--- config.mk ---
export PLATFORM = sky130hd
export DESIGN_NAME = epr_pin_router
export DESIGN_NICKNAME = d
export VERILOG_FILES = /design/src/epr_pkg.sv /design/src/epr_pin_router.sv
export VERILOG_INCLUDE_DIRS = /design/src
export SDC_FILE = /design/constraint.sdc
export NUM_CORES = 1
export LEC_CHECK = 0
export ABC_AREA = 1
export ABC_CLOCK_PERIOD_IN_PS = 1320
export BUFFER_PORTS_ARGS = -buffer_cell sky130_fd_sc_hd__buf_4
export CAP_MARGIN = 20
export CORE_MARGIN = 5
export CORE_UTILIZATION = 47
export CTS_CLUSTER_DIAMETER = 50
export DETAILED_ROUTE_END_ITERATION = 16
export MAX_ROUTING_LAYER = met4
export PLACE_DENSITY = 0.76
export SKIP_LAST_GASP = 1
export SYNTH_ARGS = -nofsm -noshare
export SYNTH_HDL_FRONTEND = slang
export SYNTH_SLANG_ARGS = --single-unit
export TNS_END_PERCENT = 100
--- constraint.sdc ---
create_clock -name mclk -period 1.32 [get_ports mclk]
set_input_delay 0.264 -clock mclk [delete_from_list [all_inputs] [get_ports mclk]]
set_output_delay 0.264 -clock mclk [all_outputs]
set_load 0.005 [all_outputs]
--- src/epr_regs.svh ---
`ifndef EPR_REGS_SVH
`define EPR_REGS_SVH
// ****************************************
// timing
// ****************************************
// clock period in ns, timer tick nominally 100 ms
`define EPR_CLK_NS 20
`define EPR_TICK_MS 100
`define EPR_TICK_CYC ((`EPR_TICK_MS * 1000000) / `EPR_CLK_NS)
// switch bank field positions
`define EPR_SW_ST_A 0
`define EPR_SW_RT_A 1
`define EPR_SW_RT_B 2
`define EPR_SW_RT_C 3
`define EPR_SW_RT_D 4
`define EPR_SW_ST_B 5
`define EPR_SW_RST 6'h00
`endif

--- src/epr_pkg.sv ---
package epr_pkg;
	typedef enum logic {EPR_NORMAL, EPR_SELFTEST} epr_mode_e;
	// switch bank: 1 = switch on
	typedef logic [5:0] epr_sw_t;
	// transceiver side of configurable pins one and two
	typedef struct packed {
		logic cts_out;
		logic cts_oe;
		logic dcd_out;
		logic dcd_oe;
	} epr_xcvr_s;
endpackage

--- src/epr_pin_router.sv ---
`timescale 1ns/1ps
`include "epr_regs.svh"
module epr_pin_router import epr_pkg::*; (
	// clock and reset
	input wire logic mclk,
	input wire logic resetn,
	// mode switch bank, 1 = on
	input wire epr_sw_t mode_switch_bank,
	// configurable pins from the module
	input wire logic config_pin_one,
	input wire logic config_pin_two,
	// config_pin_three is an input of the module
	input wire logic dte_rts,
	input wire logic dte_dtr,
	// transceiver side
	output epr_xcvr_s xcvr,
	output logic config_pin_three_out,
	output logic config_pin_three_oe_n,
	// indicators, 1 = lit
	output logic led_pin_one,
	output logic led_pin_two,
	output logic led_pin_three,
	input wire logic config_pin_three,
	output epr_mode_e mode
);
	// ****************************************
	// switch synchroniser
	// ****************************************
	epr_sw_t sw_meta_q;
	epr_sw_t sw_q;
	logic sel_a, sel_b, sel_c, sel_d;
	// two stages to synchronise the switches; a bouncing switch is not filtered
	always_ff @(posedge mclk) begin
		if (!resetn) begin
			sw_meta_q <= `EPR_SW_RST;
			sw_q <= `EPR_SW_RST;
		end else begin
			sw_meta_q <= mode_switch_bank;
			sw_q <= sw_meta_q;
		end
	end
	assign sel_a = sw_q[`EPR_SW_RT_A];
	assign sel_b = sw_q[`EPR_SW_RT_B];
	assign sel_c = sw_q[`EPR_SW_RT_C];
	assign sel_d = sw_q[`EPR_SW_RT_D];

	// ****************************************
	// routing, registered outputs
	// ****************************************
	// clocked by mclk: routes lag switches by three clock cycles
	always_ff @(posedge mclk) begin
		if (!resetn) begin
			xcvr <= '{cts_out: 1'b1, cts_oe: 1'b0, dcd_out: 1'b1, dcd_oe: 1'b0};
			config_pin_three_out <= 1'b1;
			config_pin_three_oe_n <= 1'b1;
		end else begin
			xcvr.cts_oe <= !sel_a;
			xcvr.cts_out <= sel_a ? 1'b1 : config_pin_one;
			xcvr.dcd_oe <= !sel_b;
			xcvr.dcd_out <= sel_b ? 1'b1 : config_pin_two;
			// idle high when isolated so the pin stays free for gpio
			config_pin_three_oe_n <= sel_d;
			if (sel_d)
				config_pin_three_out <= 1'b1;
			else if (sel_c)
				config_pin_three_out <= dte_rts;
			else
				config_pin_three_out <= dte_dtr;
		end
	end

	// ****************************************
	// mode and indicators
	// ****************************************
	always_ff @(posedge mclk) begin
		if (!resetn)
			mode <= EPR_NORMAL;
		else if (sw_q[`EPR_SW_ST_A] && sw_q[`EPR_SW_ST_B])
			mode <= EPR_SELFTEST;
		else
			mode <= EPR_NORMAL;
	end

	logic [2:0] pin_lvl;
	logic [2:0] led_q;
	assign pin_lvl = {config_pin_three, config_pin_two, config_pin_one};
	// one lamp per pin, all three alike
	generate
		for (genvar g = 0; g < 3; g++) begin : g_led
			// a pin pulled low by the module lights its lamp
			always_ff @(posedge mclk) begin
				if (!resetn)
					led_q[g] <= 1'b0;
				else
					led_q[g] <= !pin_lvl[g];
			end
		end
	endgenerate
	assign led_pin_one = led_q[0];
	assign led_pin_two = led_q[1];
	assign led_pin_three = led_q[2];
endmodule // epr_pin_router

==> results.py, run 1 <==
metrics = {
    "placed_design": {
        "placed_cells": 101,
        "port_buffers": 22,
        "hpwlAfterDp_um": 668.8,
        "gp_congestion": 0.6004,
    },
    "timing": {
        "relSlewSlack_pct": 90.97,
        "worst_pin_slew_ps": 135.2,
        "period_share_pct": 75.45,
        "slew_violations": 0,
        "setup-violations-final": 0,
        "period_needed_ps": 995.9,
        "tns_ps": 0,
        "fmax_mhz": 1004,
        "rsz0062_at_grt": "false",
        "hold_viol": 0,
        "skew_ps": 0.3751,
    },
    "cts": {
        "clk_pin_slew_worst_paths_ps": 100,
        "numClockSinks": 22,
        "cts_made_buffers": 3,
        "cts_htree_levels": 1,
        "clockRootBuffer": "clkbuf_4",
        "ctsLongestPathBuffers": 2,
        "cts_post_setup_buffers_inserted": 0,
        "worstSkewPairLatency_ps": 290,
        "cts-hold-fix-buffers": 0,
        "cts.repair.resized": 0,
        "cts_tree": "done",
    },
    "synthesis": {
        "syn-instance-count": 65,
        "ys_warn_count": 0,
        "synth_area_sq_um": 614.3,
        "synth_cell_types": 8,
        "avgSynthCellArea_sq_um": 9.451,
        "syn_nets": 78,
        "ys_ff_latch": 22,
        "ys_seq_area_share_pct": 71.69,
    },
    "power": {
        "p_leak_uw": 0.0004672,
        "clockPowerShare_pct": 25.8,
        "switching_share_pct": 19.94,
        "comb_power_share_pct": 8.2,
        "p_seq_share_pct": 66.0,
        "p_int_uw": 855.9,
        "power_density_mw_per_mm2": 1315,
        "vdd_drop_max_mv": 0.7353,
        "p_switching_uw": 213.2,
    },
    "finish": {
        "syn2layout_area_growth_pct": 32.38,
        "multi_input_area_sq_um": 102.6,
        "antenna_cells": 0,
        "final_cells": 104,
        "drive_above_1_share_pct": 32.58,
        "nets": 104,
        "seq_area_sq_um": 440.4,
        "fill_cells": 119,
    },
    "global_route": {
        "grt_pass1_wl_mm": 1.297,
        "grt-ovfl-total": 0,
        "track_usage_pct": 9.547,
        "grt_pass1_vias": 337,
        "antenna_found_initial": 0,
        "grt_start_max_net_pins": 14,
    },
    "drt": {
        "wire_per_inst_um": 8.096,
        "ant_nets": 0,
        "drt_iter0_drc": 3,
        "dr.pass1.iters": 2,
        "vias": 422,
        "drt-vias-per-instance": 4.058,
        "wirelength_um": 842,
        "drc": 0,
    },
    "die": {
        "die_y_um": 46.16,
        "initial_utilization_pct": 48.42,
        "chipWidth_um": 46.16,
        "io_pins": 23,
        "core_sq_mm": 0.001269,
        "row_count": 13,
        "die_area_sq_mm": 0.002130,
    },
    "setup_path": {
        "crit_family": "flip-flops",
        "crit_required_ps": 1060,
        "worstSetupPathType": "flop to output port",
        "crit_chain": "buf_4",
        "cp-start-kind": "flop",
        "worstSetupEndpointType": "output port",
        "max_stage_delay_ps": 320,
        "path_buf_inv": 1,
        "crit_arrival_ps": 730,
        "path_max_fanout": 1,
        "cpMaxStageDelayCell": "dfxtp_1",
        "reg2reg_slack_ps": 730,
    },
    "run_status": {
        "outcome": "finished, final reports clean",
    },
    "hold_path": {
        "min_path_type": "input port to flop",
    },
    "job": {
        "drv_cap": 0,
    },
}
-- worst reg2reg max path: stages, from the launching register on --
cell     delay [ps]
dfxtp_1         320
nor2_2          110
nand3_1          70
-- cells in the final DEF, fill, tap and decap left out --
| master | instances |
|---|---|
| buf_4 | 22 |
| nor2_2 | 3 |
| nor2_1 | 4 |
| dfxtp_1 | 22 |
| nand3_1 | 1 |
| clkbuf_4 | 3 |
| inv_2 | 1 |
| inv_1 | 16 |
| nand2_1 | 17 |
-- metrics by stage --
step / utilization [%] / cell area, sq um / power (uW) / hold WS [ps] / worst slack, ps
3_5_place_dp: 62.33 / 790.8 / 810.9 / 395.3 / 503.1
3_3_place_gp: 62.33 / 790.8 / 806.4 / 393.1 / 525.8
2_1_floorplan: - / 614.3 / 753.0 / 336.4 / 729.7
6_report: 64.10 / 813.3 / 1069 / 113.2 / 324.1
5_1_grt: 64.10 / 813.3 / 1129 / 87.59 / 273.3
4_1_cts: 64.10 / 813.3 / 1088 / 101.5 / 302.3
-- path summary, 6_finish.rpt --
kind                                              from                               to  depth (start not counted)
worst min register to register      sw_q[2]$_SDFF_PN0_               xcvr[0]$_SDFF_PN0_                          1
worst max-delay path            led_pin_two$_SDFF_PN0_                      led_pin_two                          1
worst min-delay path                  config_pin_three         led_pin_three$_SDFF_PN0_                          2
worst max register to register      sw_q[4]$_SDFF_PN0_  config_pin_three_out$_SDFF_PP1_                          2
-- cell type report --
cell class	instances	share of cell area [%]
clock buffers	3	2.769
repair buffers	22	20.31
well taps	15	2.308
flip-flops and latches	22	54.15
inverters	17	7.846
multi-input cells	25	12.62
-- cell usage after synthesis --
cell type,count,share of area [%]
dfxtp_1,22,72
nand2_1,17,10
inv_1,16,9.8
nor2_1,4,2.4
nor2_2,3,3.1
buf_4,1,1.2
inv_2,1,0.61
nand3_1,1,0.81
-- sequential cells by signal, indices dropped and copies added, names as in the netlist --
| name | count |
|---|---|
| config_pin_three_oe_n | 1 |
| config_pin_three_out | 1 |
| led_pin_one | 1 |
| led_pin_three | 1 |
| led_pin_two | 1 |
| mode | 1 |
| sw_meta_q | 6 |
| sw_q | 6 |
| xcvr | 4 |
-- power by group through the flow --
stage	sequential (uW)	clock [uW]	combinational, uW
global placement	721	0	85.9
finish	706	276	87.3
CTS	706	292	89.6
detailed placement	721	0	89.6
global route	709	321	98.3
floorplan	723	0	29.9
-- metal layers --
layer,wire length (um),vias to the layer above,track usage (%)
li1,-,227,-
met1,301,172,8.115
met2,371,21,15.66
met3,147,2,5.078
met4,22,0,6.818
met5,0,-,-
-- logic make-up (layout without fill, tap and decap cells) --
group / Yosys count / after routing / synth area share (%)
buffers and inverters: 18 / 42 / 11.61
DFF: 22 / 22 / 71.69
and+or+nand+nor: 25 / 25 / 16.70
Power figures use the tool's default switching activity.
==> run 2, diff against run 1 <==
--- a/config.mk
+++ b/config.mk
@@ -7,15 +7,15 @@
 export NUM_CORES = 1
 export LEC_CHECK = 0
 export ABC_AREA = 1
-export ABC_CLOCK_PERIOD_IN_PS = 1320
+export ABC_CLOCK_PERIOD_IN_PS = 950
 export BUFFER_PORTS_ARGS = -buffer_cell sky130_fd_sc_hd__buf_4
 export CAP_MARGIN = 20
 export CORE_MARGIN = 5
-export CORE_UTILIZATION = 47
+export CORE_UTILIZATION = 44
 export CTS_CLUSTER_DIAMETER = 50
 export DETAILED_ROUTE_END_ITERATION = 16
 export MAX_ROUTING_LAYER = met4
-export PLACE_DENSITY = 0.76
+export PLACE_DENSITY = 0.72
 export SKIP_LAST_GASP = 1
 export SYNTH_ARGS = -nofsm -noshare
 export SYNTH_HDL_FRONTEND = slang
==> constraint.sdc (replaced) <==
create_clock -name mclk -period 0.95 [get_ports mclk]
set_input_delay 0.19 -clock mclk [delete_from_list [all_inputs] [get_ports mclk]]
set_output_delay 0.19 -clock mclk [all_outputs]
set_load 0.005 [all_outputs]
==> run 2 against run 1 <==
Against the previous run:
- sequential power rose by 40%
- critical path type unchanged
- die area rose by 5.3%
- global-route usage fell by 0.37 points
- largest power group unchanged
- clock skew rose by 1.5 ps
- clock-buffer cell count did not move
- clock power rose by 37%
- register-to-register slack got worse by 390 ps
==> results.py, run 2 (synthesized netlist as in run 1, its figures left out) <==
metrics = {
    "finish": {
        "mostFrequentLayoutCells": "17 x nand2_1, 16 x inv_1, 16 x dfxtp_1",
        "layout_commonest_cell": "nand2_1",
        "top_regs": "sw_meta_q x6, sw_q x6, xcvr x4",
        "multi_input_area_sq_um": 102.6,
        "fill_cells": 111,
        "antenna_cells": 0,
        "nets": 104,
        "seq_area_sq_um": 447.9,
        "fin_area_sq_um": 847.1,
        "syn2layout_area_growth_pct": 37.88,
        "drive_above_1_share_pct": 39.33,
    },
    "drt": {
        "dr.pass1.iters": 1,
        "vias": 422,
        "wire_per_inst_um": 7.904,
        "ant_nets": 0,
        "drc": 0,
        "wirelength_um": 822,
        "drt_iter0_drc": 0,
        "drt-vias-per-instance": 4.058,
    },
    "global_route": {
        "track_usage_pct": 9.179,
        "grt_pass1_wl_mm": 1.331,
        "grt_pass1_vias": 339,
        "grt-ovfl-total": 0,
        "antenna_found_initial": 0,
        "grt_start_max_net_pins": 14,
    },
    "placed_design": {
        "port_buffers": 22,
        "place_area_sq_um": 790.8,
        "hpwlAfterDp_um": 640,
        "gp_congestion": 0.6687,
    },
    "timing": {
        "rsz0062_at_grt": "true",
        "hold_viol": 0,
        "tns_ps": 0,
        "relSlewSlack_pct": 90.98,
        "worst_pin_slew_ps": 135.0,
        "slew_violations": 0,
        "skew_ps": 1.854,
        "fmax_mhz": 1099,
        "setup-violations-final": 0,
        "period_share_pct": 95.78,
        "period_needed_ps": 910.0,
    },
    "die": {
        "die_area_sq_mm": 0.002243,
        "chipWidth_um": 47.37,
        "die_y_um": 47.37,
        "row_count": 13,
        "core_sq_mm": 0.001318,
        "io_pins": 23,
        "initial_utilization_pct": 46.63,
    },
    "cts": {
        "cts_htree_levels": 1,
        "ctsLongestPathBuffers": 2,
        "clockRootBuffer": "clkbuf_4",
        "clk_pin_slew_worst_paths_ps": 100,
        "cts_tree": "done",
        "worstSkewPairLatency_ps": 290,
        "numClockSinks": 22,
        "cts_made_buffers": 3,
        "cts-hold-fix-buffers": 0,
        "cts.repair.resized": 0,
        "cts_post_setup_buffers_inserted": 0,
    },
    "setup_path": {
        "worstSetupPathType": "flop to output port",
        "crit_required_ps": 760,
        "worstSetupEndpointType": "output port",
        "reg2reg_slack_ps": 340,
        "path_buf_inv": 1,
        "crit_arrival_ps": 720,
        "cp-start-kind": "flop",
        "crit_family": "flip-flops",
        "max_stage_delay_ps": 310,
        "crit_chain": "buf_4",
        "path_max_fanout": 1,
        "cpMaxStageDelayCell": "dfxtp_1",
    },
    "run_status": {
        "outcome": "finished, final reports clean",
    },
    "job": {
        "drv_cap": 0,
    },
    "power": {
        "p_leak_uw": 0.0004757,
        "power_density_mw_per_mm2": 1762,
        "vdd_drop_max_mv": 0.8296,
        "total_power_uw": 1492,
    },
    "hold_path": {
        "min_path_type": "input port to flop",
    },
}
[run 2: final timing paths]
| check | to | start | cells past startpoint |
|---|---|---|---|
| min reg2reg | xcvr[0]$_SDFF_PN0_ | sw_q[2]$_SDFF_PN0_ | 1 |
| min | led_pin_two$_SDFF_PN0_ | config_pin_two | 2 |
| max | led_pin_one | led_pin_one$_SDFF_PN0_ | 1 |
| max reg2reg | config_pin_three_out$_SDFF_PP1_ | sw_q[4]$_SDFF_PN0_ | 2 |
[run 2: area by class of cell]
type	instances	area share [%]
inverter	17	7.533
clock buffer	3	2.659
tap	15	2.216
timing repair buffer	22	22.60
multi-input combinational	25	12.11
sequential	22	52.88
[run 2: power breakdown]
part           total (uW)  switching [uW]  internal, uW
clock network         377             230           147
registers             986            14.7           971
logic                 129            47.2          81.9
total                1490             292          1200
[run 2: stage by stage]
stage	setup WS [ps]	util, %	instances	hold slack, ps
after floorplan	384.9	-	65	262.4
after global placement	226.9	60.02	101	353.6
after detailed placement	192.9	60.02	101	353.9
after CTS	21.75	61.73	104	33.77
after global routing	0.09842	64.29	104	21.43
final	40.05	64.29	104	45.57
[run 2: metal layers]
metal,part of all wire [%],wire length (um),global-route usage (%)
met1,40,329,10.09
met2,44,358,13.10
met3,16,134,4.981
met4,0,0,4.972
met5,0,0,-
==> run 3, diff against run 2 <==
--- a/config.mk
+++ b/config.mk
@@ -10,7 +10,7 @@
 export ABC_CLOCK_PERIOD_IN_PS = 950
 export BUFFER_PORTS_ARGS = -buffer_cell sky130_fd_sc_hd__buf_4
 export CAP_MARGIN = 20
-export CORE_MARGIN = 5
+export CORE_MARGIN = 1.5
 export CORE_UTILIZATION = 44
 export CTS_CLUSTER_DIAMETER = 50
 export DETAILED_ROUTE_END_ITERATION = 16
==> run 3 against run 2 <==
Against the previous run:
- core utilization up 1.6 points
- highest routed layer is now met4
- flip-flop and latch count stayed put
- first-iteration DRC count stayed put
- sequential power is essentially flat
- critical path depth stayed put
- register-to-register slack about the same
- power rose by 7.2%
- design area is 1.2% higher
- non-clock buffer count unchanged
- combinational power about the same
==> results.py, run 3 (synthesized netlist as in run 1, its figures left out) <==
metrics = {
    "global_route": {
        "antenna_found_initial": 0,
        "grt_pass1_vias": 335,
        "track_usage_pct": 12.59,
        "grt_start_max_net_pins": 14,
        "grt_pass1_wl_mm": 1.255,
        "grt-ovfl-total": 0,
    },
    "timing": {
        "skew_ps": 3.086,
        "relSlewSlack_pct": 91.25,
        "period_share_pct": 97.25,
        "rsz0062_at_grt": "true",
        "worst_pin_slew_ps": 131.3,
        "fmax_mhz": 1082,
        "hold_viol": 0,
        "slew_violations": 0,
        "hold_ws_ps": 32.80,
        "period_needed_ps": 923.8,
        "setup-violations-final": 0,
    },
    "setup_path": {
        "cpMaxStageDelayCell": "dfxtp_2",
        "crit_required_ps": 760,
        "worstSetupEndpointType": "output port",
        "reg2reg_from": "sw_q[4]$_SDFF_PN0_",
        "crit_family": "flip-flops",
        "path_max_fanout": 1,
        "worstSetupPathType": "flop to output port",
        "crit_arrival_ps": 730,
        "max_stage_delay_ps": 340,
        "cp-start-kind": "flop",
        "path_buf_inv": 1,
        "reg2reg_slack_ps": 350,
        "reg2reg_to": "config_pin_three_out$_SDFF_PP1_",
        "crit_chain": "buf_6",
        "r2r_cells": 2,
    },
    "power": {
        "power_density_mw_per_mm2": 1867,
        "vdd_drop_max_mv": 0.9950,
        "total_power_uw": 1600,
        "p_leak_uw": 0.0004819,
    },
    "cts": {
        "cts_htree_levels": 1,
        "cts_tree": "done",
        "clk_pin_slew_worst_paths_ps": 110,
        "ctsLongestPathBuffers": 2,
        "clockRootBuffer": "clkbuf_4",
        "numClockSinks": 22,
        "worstSkewPairLatency_ps": 300,
        "cts_made_buffers": 3,
    },
    "finish": {
        "fill_cells": 108,
        "final_core_util_pct": 65.87,
        "multi_input_area_sq_um": 102.6,
        "syn2layout_area_growth_pct": 39.51,
        "antenna_cells": 0,
        "mostFrequentLayoutCells": "17 x nand2_1, 16 x inv_1, 16 x dfxtp_1, 16 x buf_4",
        "nets": 104,
        "drive_above_1_share_pct": 40.00,
        "seq_area_sq_um": 447.9,
        "top_regs": "sw_meta_q x6, sw_q x6, xcvr x4",
        "layout_commonest_cell": "nand2_1",
    },
    "die": {
        "chipWidth_um": 40.37,
        "die_y_um": 40.37,
        "core_sq_mm": 0.001301,
        "initial_utilization_pct": 47.21,
        "row_count": 13,
        "io_pins": 23,
        "die_area_sq_mm": 0.001629,
    },
    "drt": {
        "drt_iter0_drc": 0,
        "drc": 0,
        "vias": 413,
        "wire_per_inst_um": 7.610,
        "ant_nets": 0,
        "drt-vias-per-instance": 3.933,
        "dr.pass1.iters": 1,
        "wirelength_um": 799,
    },
    "job": {
        "drv_cap": 0,
    },
    "placed_design": {
        "gp_congestion": 0.6053,
        "hpwlAfterDp_um": 604.1,
        "port_buffers": 22,
    },
    "hold_path": {
        "whs_path_depth": 2,
        "worstHoldStart": "config_pin_three",
        "holdPathEnd": "led_pin_three$_SDFF_PN0_",
        "min_path_type": "input port to flop",
    },
    "run_status": {
        "outcome": "finished, final reports clean",
    },
}
-- run 3: cell count changes in the layout (fill, tap and decap cells not counted) --
cell,delta
buf_4,+1
clkbuf_8,+1
buf_6,-1
-- run 3: stage by stage --
stage | setup slack [ps] | TNS [ps] | std cells | cell area (sq um)
2_1_floorplan | 384.9 | 0 | 65 | 614.3
3_3_place_gp | 225.8 | 0 | 101 | 790.8
3_5_place_dp | 203.9 | 0 | 101 | 790.8
4_1_cts | 6.766 | 0 | 105 | 827.0
5_1_grt | -14.42 | -95.57 | 105 | 857.1
6_report | 26.16 | 0 | 105 | 857.1
-- run 3: worst max-delay path by stage --
stage | end | startpoint | slack, ps | cells after the start
floorplan | config_pin_three_out$_SDFF_PP1_ | sw_q[4]$_SDFF_PN0_ | 380 | 2
global route | led_pin_one | led_pin_one$_SDFF_PN0_ | -10 | 1
finish | mode | mode$_SDFF_PN0_ | 30 | 1
CTS | xcvr[1] | xcvr[1]$_SDFF_PP1_ | 7 | 1
global placement | config_pin_three_out$_SDFF_PP1_ | resetn | 230 | 4
detailed placement | config_pin_three_out$_SDFF_PP1_ | resetn | 200 | 4
-- run 3: final cells by class --
type                       instances  share of cell area (%)
timing repair buffer              22                   21.90
multi-input combinational         25                   11.97
sequential                        22                   52.26
clock buffer                       4                   4.234
tap                               15                   2.190
inverter                          17                   7.445
-- run 3: power breakdown --
group,switching (uW),total [uW],internal [uW]
combinational,47.1,128,80.8
clock,252,486,234
sequential,14.6,986,972
-- run 3: what timing repair did --
action	CTS	global route
setup buffers	0	0
resized for setup	0	12
endpoints found under the hold margin	0	0
setup endpoints to repair	0	10
hold buffers	0	0
-- run 3: routing by layer --
layer	track usage (%)	vias to the layer above	wire length, um
met1	13.45	161	319
met4	7.500	0	19
met2	20.24	22	364
met5	-	-	0
li1	-	228	-
met3	3.889	2	95
